`src/verilog/fiber_np_pkg.sv`:
```
// Constants, types and register map of the fiber next-page and interrupt registers.
// Assumes a classic Wishbone slave with 32-bit data and a single 200 MHz clock.
//
// Behaviour
// RQ1 - Local toggle bit 11, read-only, resets 0
// RQ2 - Local eleven-bit code writable, resets to 1
// RQ3 - Partner bit 15: more pages follow
// RQ4 - Partner bit 13: message or unformatted page
// RQ5 - Partner bit 12: partner can comply
// RQ6 - Partner bit 11: partner toggle bit
// RQ7 - Partner code bits 10-0, register resets zero
// RQ8 - Control bit 9 ignores signal detect input
// RQ9 - Ten interrupt enables, all set at reset
// RQ10 - FIFO enables cover fiber and serial paths
// RQ11 - Status bits pending, cleared by reading
// RQ12 - Bit 9 set on far-end fault
// RQ13 - Bits 8..5 on FIFO full/empty events
// RQ14 - Bit 4 set on link status change
// RQ15 - Bit 3 set on partner remote fault
// RQ16 - Bit 2 set on resolution failure
// RQ17 - Bit 1 next page, bit 0 base page
// RQ18 - Interrupt high for enabled pending bit
// RQ19 - Event during read stays pending
package fiber_np_pkg;

    // ****************************************
    // Register indices and byte addresses
    // ****************************************
    localparam logic [11:0] LOCAL_NP_IDX = 12'hc07;      // Local next-page word
    localparam logic [11:0] PARTNER_NP_IDX = 12'hc08;    // Partner next-page word
    localparam logic [11:0] FIBER_CTRL_IDX = 12'hc10;    // Fiber control zero
    localparam logic [11:0] IRQ_EN_IDX = 12'hc18;        // Interrupt enable
    localparam logic [11:0] IRQ_STS_IDX = 12'hc19;       // Interrupt status
    localparam int ADDR_W = 14;                         // Byte address width

    // ****************************************
    // Field positions and reset values
    // ****************************************
    localparam int TOGGLE_BIT = 11;
    localparam int MORE_BIT = 15;
    localparam int KIND_BIT = 13;
    localparam int COMPLY_BIT = 12;
    localparam int IGNORE_SD_BIT = 9;
    localparam int CODE_W = 11;
    localparam int NSRC = 10;
    localparam logic [10:0] LOCAL_CODE_RST = 11'h001;
    localparam logic [15:0] PARTNER_RST = 16'h0000;
    localparam logic [9:0] IRQ_EN_RST = 10'h3ff;
    localparam logic [9:0] IRQ_STS_RST = 10'h000;

    // Interrupt source positions
    localparam int SRC_FAR_FAULT = 9;
    localparam int SRC_TX_FULL = 8;
    localparam int SRC_TX_EMPTY = 7;
    localparam int SRC_RX_FULL = 6;
    localparam int SRC_RX_EMPTY = 5;
    localparam int SRC_LINK = 4;
    localparam int SRC_PARTNER_FAULT = 3;
    localparam int SRC_RESOLVE = 2;
    localparam int SRC_NEXT_PAGE = 1;
    localparam int SRC_BASE_PAGE = 0;

    // Bus access phase
    typedef enum logic [1:0] {
        BUS_IDLE = 2'b01,
        BUS_ACK = 2'b10
    } bus_state_e;

    // Received next page from the autonegotiation engine
    typedef struct packed {
        logic valid;              // One-cycle strobe
        logic [15:0] word;        // Page as received
    } partner_page_s;

    // Fiber datapath event strobes, one cycle each
    typedef struct packed {
        logic far_end_fault;
        logic fiber_tx_full;
        logic fiber_tx_empty;
        logic fiber_rx_full;
        logic fiber_rx_empty;
        logic serial_tx_full;
        logic serial_tx_empty;
        logic serial_rx_full;
        logic serial_rx_empty;
        logic link_change;
        logic partner_fault;
        logic resolve_fail;
        logic next_page;
        logic base_page;
    } fiber_events_s;

    // Byte address of a register index
    function automatic logic [ADDR_W-1:0] byte_addr(input logic [11:0] idx);
        byte_addr = {idx, 2'b00};
    endfunction : byte_addr

endpackage : fiber_np_pkg

```
`src/verilog/fiber_next_page_and_irq_regs.sv`:
```
// Fiber next-page registers, signal-detect select and interrupt bank.
// Assumes a classic Wishbone master with one outstanding cycle; events are strobes.
//
// Decided for this implementation: the Wishbone interface to the registers.
`timescale 1ns/1ps
`default_nettype none
module fiber_next_page_and_irq_regs (
    input wire logic clk_i,
    input wire logic rst_i,
    // Wishbone slave
    input wire logic cyc_i,
    input wire logic stb_i,
    input wire logic we_i,
    input wire logic [fiber_np_pkg::ADDR_W-1:0] adr_i,
    input wire logic [3:0] sel_i,
    input wire logic [31:0] dat_i,
    output logic [31:0] dat_o,
    output logic ack_o,
    // Autonegotiation side
    input wire fiber_np_pkg::partner_page_s partner_page_i,
    input wire logic local_page_sent_i,                  // Local page transmitted
    input wire fiber_np_pkg::fiber_events_s events_i,
    input wire logic signal_detect_i,                    // External detect pin
    output logic [15:0] local_page_o,                    // Outgoing next page
    output logic detect_qualified_o,                     // Detect used for link
    output logic irq_o
);
    import fiber_np_pkg::*;

    // ****************************************
    // State record
    // ****************************************
    typedef struct packed {
        bus_state_e bus;
        logic ack;
        logic [31:0] rdata;
        logic local_page_toggle;
        logic [CODE_W-1:0] local_page_code;
        logic [15:0] partner_word;
        logic ignore_detect_input;
        logic [NSRC-1:0] irq_enable;
        logic detect_q;
        logic [15:0] local_page;
    } regs_s;

    regs_s st_r;
    regs_s st_nxt;

    logic [NSRC-1:0] pending;   // Sticky status from the latch
    logic [NSRC-1:0] ev_vec;    // Gathered event strobes
    logic sts_read;             // Status read being acked
    logic irq_int;              // Latch interrupt

    // Request decode helpers
    logic req;
    logic [ADDR_W-1:0] a_word;
    assign req = cyc_i && stb_i;
    assign a_word = {adr_i[ADDR_W-1:2], 2'b00};

    // ****************************************
    // Event gathering
    // ****************************************
    always_comb begin
        ev_vec = '0;
        // RQ12 far-end fault
        ev_vec[SRC_FAR_FAULT] = events_i.far_end_fault;
        // RQ13 RQ10 FIFO events from both paths
        ev_vec[SRC_TX_FULL] = events_i.fiber_tx_full | events_i.serial_tx_full;
        ev_vec[SRC_TX_EMPTY] = events_i.fiber_tx_empty | events_i.serial_tx_empty;
        ev_vec[SRC_RX_FULL] = events_i.fiber_rx_full | events_i.serial_rx_full;
        ev_vec[SRC_RX_EMPTY] = events_i.fiber_rx_empty | events_i.serial_rx_empty;
        // RQ14 link change
        ev_vec[SRC_LINK] = events_i.link_change;
        // RQ15 partner remote fault
        ev_vec[SRC_PARTNER_FAULT] = events_i.partner_fault;
        // RQ16 resolution failure
        ev_vec[SRC_RESOLVE] = events_i.resolve_fail;
        // RQ17 page received events
        ev_vec[SRC_NEXT_PAGE] = events_i.next_page | partner_page_i.valid;
        ev_vec[SRC_BASE_PAGE] = events_i.base_page;
    end

    // Status clear only at the acked read of the status word
    assign sts_read = (st_r.bus == BUS_ACK) && !we_i && (a_word == byte_addr(IRQ_STS_IDX));

    // Sticky status and interrupt
    irq_event_latch #(
        .N(NSRC)
    ) u_latch (
        .clk_i(clk_i),
        .rst_i(rst_i),
        .event_i(ev_vec),
        .enable_i(st_r.irq_enable),
        .read_clear_i(sts_read),
        .pending_o(pending),
        .irq_o(irq_int)
    );

    // ****************************************
    // Next-state logic
    // ****************************************
    always_comb begin
        st_nxt = st_r;
        st_nxt.ack = 1'b0;
        case (st_r.bus)
            // Take a request, prepare read data
            BUS_IDLE: begin
                if (req) begin
                    st_nxt.bus = BUS_ACK;
                    st_nxt.ack = 1'b1;
                    if (a_word == byte_addr(LOCAL_NP_IDX)) begin
                        // RQ1 RQ2 local word
                        st_nxt.rdata = {20'h0, st_r.local_page_toggle, st_r.local_page_code};
                    end else if (a_word == byte_addr(PARTNER_NP_IDX)) begin
                        // RQ3 RQ4 RQ5 RQ6 RQ7 partner word
                        st_nxt.rdata = {16'h0, st_r.partner_word};
                    end else if (a_word == byte_addr(FIBER_CTRL_IDX)) begin
                        st_nxt.rdata = 32'h0;
                        st_nxt.rdata[IGNORE_SD_BIT] = st_r.ignore_detect_input;
                    end else if (a_word == byte_addr(IRQ_EN_IDX)) begin
                        st_nxt.rdata = {22'h0, st_r.irq_enable};
                    end else if (a_word == byte_addr(IRQ_STS_IDX)) begin
                        // Pending plus events landing now
                        st_nxt.rdata = {22'h0, pending | ev_vec};
                    end else begin
                        // Unmapped reads return zero, writes dropped
                        st_nxt.rdata = 32'h0;
                    end
                end
            end
            // Ack cycle: commit writes, then release
            BUS_ACK: begin
                st_nxt.bus = BUS_IDLE;
                if (we_i && sel_i[1] && sel_i[0]) begin
                    if (a_word == byte_addr(LOCAL_NP_IDX)) begin
                        // RQ2 writable code
                        st_nxt.local_page_code = dat_i[CODE_W-1:0];
                    end else if (a_word == byte_addr(FIBER_CTRL_IDX)) begin
                        st_nxt.ignore_detect_input = dat_i[IGNORE_SD_BIT];
                    end else if (a_word == byte_addr(IRQ_EN_IDX)) begin
                        // RQ9 enables writable
                        st_nxt.irq_enable = dat_i[NSRC-1:0];
                    end
                end
            end
            default: begin
                st_nxt.bus = BUS_IDLE;
            end
        endcase
        // RQ1 toggle flips after each page sent
        if (local_page_sent_i) begin
            st_nxt.local_page_toggle = ~st_r.local_page_toggle;
        end
        // RQ7 capture received partner page
        if (partner_page_i.valid) begin
            st_nxt.partner_word = partner_page_i.word;
        end
        // RQ8 detect pin qualifies link unless ignored
        st_nxt.detect_q = st_r.ignore_detect_input | signal_detect_i;
        // Outgoing page carries the code and toggle
        st_nxt.local_page = {4'h0, st_nxt.local_page_toggle, st_nxt.local_page_code};
    end

    // ****************************************
    // Registers
    // ****************************************
    always_ff @(posedge clk_i) begin
        if (rst_i) begin
            st_r.bus <= BUS_IDLE;
            st_r.ack <= 1'b0;
            st_r.rdata <= 32'h0;
            st_r.local_page_toggle <= 1'b0;
            st_r.local_page_code <= LOCAL_CODE_RST;
            st_r.partner_word <= PARTNER_RST;
            st_r.ignore_detect_input <= 1'b0;
            // RQ9 all enabled after reset
            st_r.irq_enable <= IRQ_EN_RST;
            st_r.detect_q <= 1'b0;
            st_r.local_page <= {5'h00, LOCAL_CODE_RST};
        end else begin
            st_r <= st_nxt;
        end
    end

    // Outputs straight from flops
    assign dat_o = st_r.rdata;
    assign ack_o = st_r.ack;
    assign local_page_o = st_r.local_page;
    assign detect_qualified_o = st_r.detect_q;
    assign irq_o = irq_int;

    // ****************************************
    // Assertions
    // ****************************************
    a_ack_one_cycle: assert property (@(posedge clk_i) disable iff (rst_i)
        ack_o |=> !ack_o) // Wishbone ack, decided for this implementation
        else $error("ack held more than one cycle");
    a_ack_latency: assert property (@(posedge clk_i) disable iff (rst_i)
        (req && !ack_o && st_r.bus == BUS_IDLE) |=> ack_o)
        else $error("ack not given next cycle");
    a_partner_capture: assert property (@(posedge clk_i) disable iff (rst_i)
        partner_page_i.valid |=> st_r.partner_word == $past(partner_page_i.word)) // RQ7
        else $error("partner page not captured");
    a_toggle_flip: assert property (@(posedge clk_i) disable iff (rst_i)
        local_page_sent_i |=> local_page_o[TOGGLE_BIT] != $past(st_r.local_page_toggle)) // RQ1
        else $error("local toggle did not flip");
    a_detect_ignore: assert property (@(posedge clk_i) disable iff (rst_i)
        st_r.ignore_detect_input ##1 st_r.ignore_detect_input |-> detect_qualified_o) // RQ8
        else $error("detect not ignored");
    a_fifo_both_paths: assert property (@(posedge clk_i) disable iff (rst_i)
        events_i.serial_tx_full |=> pending[SRC_TX_FULL]) // RQ10
        else $error("serial FIFO event missed");
    a_far_fault_set: assert property (@(posedge clk_i) disable iff (rst_i)
        events_i.far_end_fault |=> pending[SRC_FAR_FAULT]) // RQ12
        else $error("far-end fault not latched");
    a_irq_follow: assert property (@(posedge clk_i) disable iff (rst_i)
        (events_i.link_change && st_r.irq_enable[SRC_LINK]) |=> irq_o) // RQ18
        else $error("enabled event raised no interrupt");

    c_status_read: cover property (@(posedge clk_i) sts_read && pending != '0);
    c_page_rx: cover property (@(posedge clk_i) partner_page_i.valid ##2 ack_o);
    c_irq_rise: cover property (@(posedge clk_i) !irq_o ##1 irq_o);
    c_enable_write: cover property (@(posedge clk_i)
        st_r.bus == BUS_ACK && we_i && a_word == byte_addr(IRQ_EN_IDX));

endmodule : fiber_next_page_and_irq_regs
`default_nettype wire

```
`src/verilog/irq_event_latch.sv`:
```
// Sticky interrupt status with clear-on-read and an enable-gated output.
// Assumes event strobes and the read-clear strobe are synchronous to clk_i.
`timescale 1ns/1ps
`default_nettype none
module irq_event_latch #(
    parameter int N = 10
) (
    input wire logic clk_i,
    input wire logic rst_i,
    input wire logic [N-1:0] event_i,       // Source strobes
    input wire logic [N-1:0] enable_i,      // Per-source enables
    input wire logic read_clear_i,          // Status read completes
    output logic [N-1:0] pending_o,         // Sticky status
    output logic irq_o                      // Registered interrupt
);
    import fiber_np_pkg::*;

    // ****************************************
    // State
    // ****************************************
    typedef struct packed {
        logic [N-1:0] pending;
        logic irq;
    } latch_s;

    latch_s st_r;
    latch_s st_nxt;

    // Next state
    always_comb begin
        st_nxt = st_r;
        // RQ11 clear on read; RQ19 set wins
        st_nxt.pending = (read_clear_i ? '0 : st_r.pending) | event_i;
        // RQ18 enable-gated output
        st_nxt.irq = |(st_nxt.pending & enable_i);
    end

    // Register
    always_ff @(posedge clk_i) begin
        if (rst_i) begin
            st_r <= '0;
        end else begin
            st_r <= st_nxt;
        end
    end

    assign pending_o = st_r.pending;
    assign irq_o = st_r.irq;

    // Event in read cycle survives
    a_set_beats_clear: assert property (@(posedge clk_i) disable iff (rst_i)
        (read_clear_i && event_i != '0) |=> ((pending_o & $past(event_i)) == $past(event_i))) // RQ19
        else $error("event lost during read clear");
    // Read with no event clears
    a_read_clears: assert property (@(posedge clk_i) disable iff (rst_i)
        (read_clear_i && event_i == '0) |=> pending_o == '0) // RQ11
        else $error("status not cleared by read");
    // Output follows gated status
    a_irq_gating: assert property (@(posedge clk_i) disable iff (rst_i)
        irq_o == |(pending_o & enable_i) || $changed(enable_i)) // RQ18
        else $error("interrupt output mismatch");

endmodule : irq_event_latch
`default_nettype wire
```
`config.mk`:
```
export PLATFORM = sky130hd
export DESIGN_NAME = fiber_next_page_and_irq_regs
export DESIGN_NICKNAME = d
export VERILOG_FILES = /design/src/verilog/fiber_np_pkg.sv /design/src/verilog/fiber_next_page_and_irq_regs.sv /design/src/verilog/irq_event_latch.sv
export SDC_FILE = /design/constraint.sdc
export NUM_CORES = 1
export LEC_CHECK = 0
export ABC_AREA = 1
export CORE_MARGIN = 1
export CORE_UTILIZATION = 55
export CTS_CLUSTER_DIAMETER = 100
export DETAILED_ROUTE_END_ITERATION = 6
export DONT_BUFFER_PORTS = 1
export GPL_TIMING_DRIVEN = 0
export PLACE_DENSITY = 0.73
export SLEW_MARGIN = 40
export SYNTH_ARGS = -nofsm -noshare
export SYNTH_HDL_FRONTEND = slang
export SYNTH_SLANG_ARGS = --single-unit
export TNS_END_PERCENT = 1
```
`constraint.sdc`:
```
create_clock -name clk_i -period 1.6 [get_ports clk_i]
set_clock_uncertainty 0.2 [all_clocks]
set_input_delay 0.16 -clock clk_i [delete_from_list [all_inputs] [get_ports clk_i]]
set_output_delay 0.16 -clock clk_i [all_outputs]
set_load 0.005 [all_outputs]
```
==> impl_metrics.prom <==
# TYPE chip_impl_metric gauge
chip_impl_metric{name="stdcell_area",unit="sq um"} 4480
chip_impl_metric{name="synth.ff_latch_count",unit=""} 70
chip_impl_metric{name="netlist.area_leader.share",unit="%"} 39.7
chip_impl_info{name="hp-start",value="events_i[5]"} 1
chip_impl_metric{name="power_switching_share",unit="%"} 26.3
chip_impl_info{name="yosys-top-cells-area",value="sky130_fd_sc_hd__dfxtp_1 (40%), sky130_fd_sc_hd__nand2_1 (11%), sky130_fd_sc_hd__buf_4 (11%)"} 1
chip_impl_metric{name="grtUsageTotal",unit="%"} 29.2
chip_impl_info{name="worstSetupPathType",value="in2reg"} 1
chip_impl_metric{name="combPwrFrac",unit="%"} 11.5
chip_impl_info{name="failed_checks",value="negative hold slack"} 1
chip_impl_metric{name="multi_input_comb_area",unit="sq um"} 1630
chip_impl_metric{name="remaining_drc_errors",unit=""} 0
chip_impl_metric{name="clk_pin_slew",unit="ns"} 0.07
chip_impl_metric{name="static-leakage-power",unit="uW"} 0.00213
chip_impl_info{name="cts_root_buf",value="sky130_fd_sc_hd__clkbuf_8"} 1
chip_impl_metric{name="synth_cell_type_count",unit=""} 28
chip_impl_metric{name="placement_rows",unit=""} 28
chip_impl_metric{name="dr_total_vias",unit=""} 3235
chip_impl_metric{name="max-vdd-ir-drop",unit="V"} 0.000810
chip_impl_metric{name="place.gp.congestion",unit=""} 0.902
chip_impl_metric{name="grt_start_max_net_pins",unit=""} 13
chip_impl_metric{name="cts_max_path_buffers",unit=""} 2
chip_impl_metric{name="layout.filler_cells",unit=""} 486
chip_impl_metric{name="switchingPower",unit="uW"} 909
chip_impl_metric{name="cts_sinks",unit=""} 70
chip_impl_metric{name="grt_pass1_wl",unit="um"} 14300
chip_impl_metric{name="n_antenna_cell",unit=""} 0
chip_impl_metric{name="htree_num_levels",unit=""} 3
chip_impl_metric{name="die_area",unit="sq um"} 6750
chip_impl_metric{name="antenna_left",unit=""} 0
chip_impl_metric{name="ys_seq_area_share",unit="%"} 39.7
chip_impl_metric{name="synth.avg_cell_area",unit="sq um"} 7.39
chip_impl_metric{name="max-cap-violations",unit=""} 0
chip_impl_info{name="outcome",value="finished with violations"} 1
chip_impl_metric{name="worst_skew_pair.late_latency",unit="ns"} 0.35
chip_impl_metric{name="fmax",unit="MHz"} 633
chip_impl_metric{name="pre_cts_ws",unit="ns"} -0.187
chip_impl_metric{name="dpl.hpwl",unit="um"} 6280
chip_impl_metric{name="post-route-util",unit="%"} 74.0
chip_impl_metric{name="final_period_minus_worst_setup_slack",unit="ns"} 1.58
chip_impl_metric{name="final_routed_wirelength_across_all_metal_layers",unit="um"} 9070
chip_impl_metric{name="grt_antenna_before_repair",unit=""} 0
chip_impl_metric{name="layout.nets",unit=""} 655
chip_impl_metric{name="die_h",unit="um"} 82.1
chip_impl_metric{name="buffer_ports.inserted",unit=""} 0
chip_impl_metric{name="required",unit="ns"} 1.64
chip_impl_info{name="grt_setup_unrepaired",value="true"} 1
chip_impl_metric{name="cts-hold-fix-buffers",unit=""} 57
chip_impl_info{name="r2r_start",value="st_r[90]"} 1
chip_impl_metric{name="final-max-slew-violation-count",unit=""} 0
chip_impl_info{name="critPathLaunchType",value="input pin"} 1
chip_impl_metric{name="start_util",unit="%"} 58.3
chip_impl_metric{name="wl_per_cell",unit="um"} 14.0
chip_impl_metric{name="final_critical_path_setup_slack",unit="ns"} 0.0196
chip_impl_metric{name="fin_hold_ws",unit="ns"} -0.108
chip_impl_metric{name="power_density",unit="nW/um^2"} 771
chip_impl_metric{name="fin_crit_sh",unit="%"} 98.8
chip_impl_metric{name="timing.reg2reg.setup_slack",unit="ns"} 0.06
chip_impl_metric{name="detail_route.vias_per_cell",unit=""} 5.01
chip_impl_metric{name="critical_path_peak_fanout",unit=""} 3
chip_impl_metric{name="setup_violations",unit=""} 0
chip_impl_metric{name="share_seq_of_total_power",unit="%"} 53.0
chip_impl_metric{name="clock_power_share",unit="%"} 35.6
chip_impl_info{name="startpoint",value="events_i[9]"} 1
chip_impl_metric{name="first_pass_iters",unit=""} 4
chip_impl_metric{name="core_region_area",unit="sq um"} 6060
chip_impl_metric{name="post_route_cells_drive_above_1_share",unit="%"} 20.0
chip_impl_metric{name="final-hold-violation-count",unit=""} 1
chip_impl_info{name="critical_path.endpoint_type",value="flop"} 1
chip_impl_metric{name="number_of_i_o_pins",unit=""} 139
chip_impl_metric{name="globalRouteOverflowTotal",unit=""} 0
chip_impl_metric{name="dieWidth",unit="um"} 82.1
chip_impl_metric{name="critical_path_arrival",unit="ns"} 1.62
chip_impl_metric{name="placedInstanceArea",unit="sq um"} 3700
chip_impl_info{name="mostFrequentLayoutCell",value="sky130_fd_sc_hd__nand2_1"} 1
chip_impl_metric{name="first_iter_violations",unit=""} 169
chip_impl_metric{name="cts_made_buffers",unit=""} 9
chip_impl_metric{name="power.internal",unit="uW"} 2550
chip_impl_metric{name="yosysWarnings",unit=""} 0
chip_impl_info{name="synth_top_area_cell",value="sky130_fd_sc_hd__dfxtp_1"} 1
chip_impl_metric{name="synthesis.area",unit="sq um"} 3530
chip_impl_metric{name="synthCells",unit=""} 478
chip_impl_info{name="min_path_type",value="in2reg"} 1
chip_impl_info{name="cts_tree",value="done"} 1
chip_impl_metric{name="area.sequential",unit="sq um"} 1410
chip_impl_info{name="mostFrequentLayoutCells",value="sky130_fd_sc_hd__nand2_1 (101), sky130_fd_sc_hd__dfxtp_1 (68), sky130_fd_sc_hd__nor2_1 (63), sky130_fd_sc_hd__dlygate4sd3_1 (57), sky130_fd_sc_hd__buf_4 (51)"} 1
chip_impl_metric{name="area.growth.synth_to_final",unit="%"} 26.9
chip_impl_metric{name="first_global_vias",unit=""} 2993
-- registers in the layout, indices dropped and copies added, names as in the netlist --
name	count
ack_o	1
dat_o	16
detect_qualified_o	1
local_page_o	1
st_r	40
u_latch.irq_o	1
u_latch.pending_o	10
-- cells in the mapped netlist (all sizes together) --
cell    instances
clkbuf         10
nor2           72
buf            56
conb            1
o21ai          28
dfxtp          70
clkinv          1
nand4          22
nor3            8
or2             4
o211ai         11
inv            37
xnor2           1
nand3          23
a21oi          27
nand2         107
-- timing repair --
action                                  in CTS  in global routing
hold endpoints to repair                    57                  1
endpoints found under the setup margin      16                 21
pin swaps                                    2                  7
gates cloned                                 1                  0
buffers inserted                             1                  0
gates resized for setup                      6                 10
-- layout make-up --
| type | instances | share of cell area (%) |
|---|---|---|
| buffer | 66 | 10.4 |
| clock buffer | 9 | 2.76 |
| clock inverter | 6 | 0.893 |
| inverter | 38 | 3.32 |
| multi-input combinational | 324 | 36.3 |
| sequential | 70 | 31.4 |
| tap | 75 | 2.09 |
| timing repair buffer | 58 | 12.9 |
-- power by group through the flow --
stage               Clock (uW)  Combinational, uW  Sequential [uW]
detailed placement           0                267             1870
global placement             0                262             1870
global route              1320                442             1840
CTS                       1240                384             1830
finish                    1230                396             1830
floorplan                    0                226             1860
-- per-layer routing --
| metal | wire (um) | global-route usage (%) | part of all wire, % |
|---|---|---|---|
| met4 | 144 | 9.82 | 1.6 |
| met5 | 0 | 0 | 0 |
| met3 | 655 | 8.68 | 7.2 |
| met2 | 4260 | 47.7 | 47 |
| met1 | 4010 | 36.6 | 44 |
-- kinds of logic after synthesis --
group           Yosys count  synth area share [%]
compound gates           66                  11.1
xor+xnor                  1                 0.248
buf+inv                 104                  17.1
flops                    70                  39.7
other cells               1                 0.106
simple gates            236                  31.7
-- worst max-delay path, stage by stage --
cell,delay [ns]
sky130_fd_sc_hd__dlygate4sd3_1,0.55
sky130_fd_sc_hd__nor2_2,0.13
sky130_fd_sc_hd__nand2_1,0.10
sky130_fd_sc_hd__dlygate4sd3_1,0.57
sky130_fd_sc_hd__nand2_1,0.07
sky130_fd_sc_hd__nor2_1,0.04
-- per-stage QoR --
step	TNS, ns	instances	hold WS, ns	power (uW)
6_report	0	646	-0.108	3450
4_1_cts	0	646	-0.105	3450
2_1_floorplan	0	497	0.0758	2080
3_3_place_gp	-1.74	572	0.0800	2130
5_1_grt	-0.115	646	-0.0525	3600
3_5_place_dp	-2.04	572	0.0844	2130
-- path summary, 6_finish.rpt --
kind                                to  cells past startpoint
setup / recovery  u_latch.pending_o[5]                      6
hold / removal    u_latch.pending_o[5]                      4
setup reg to reg         u_latch.irq_o                      9
hold reg to reg               dat_o[6]                      2
Note: power is estimated with default switching activity, not from simulation.
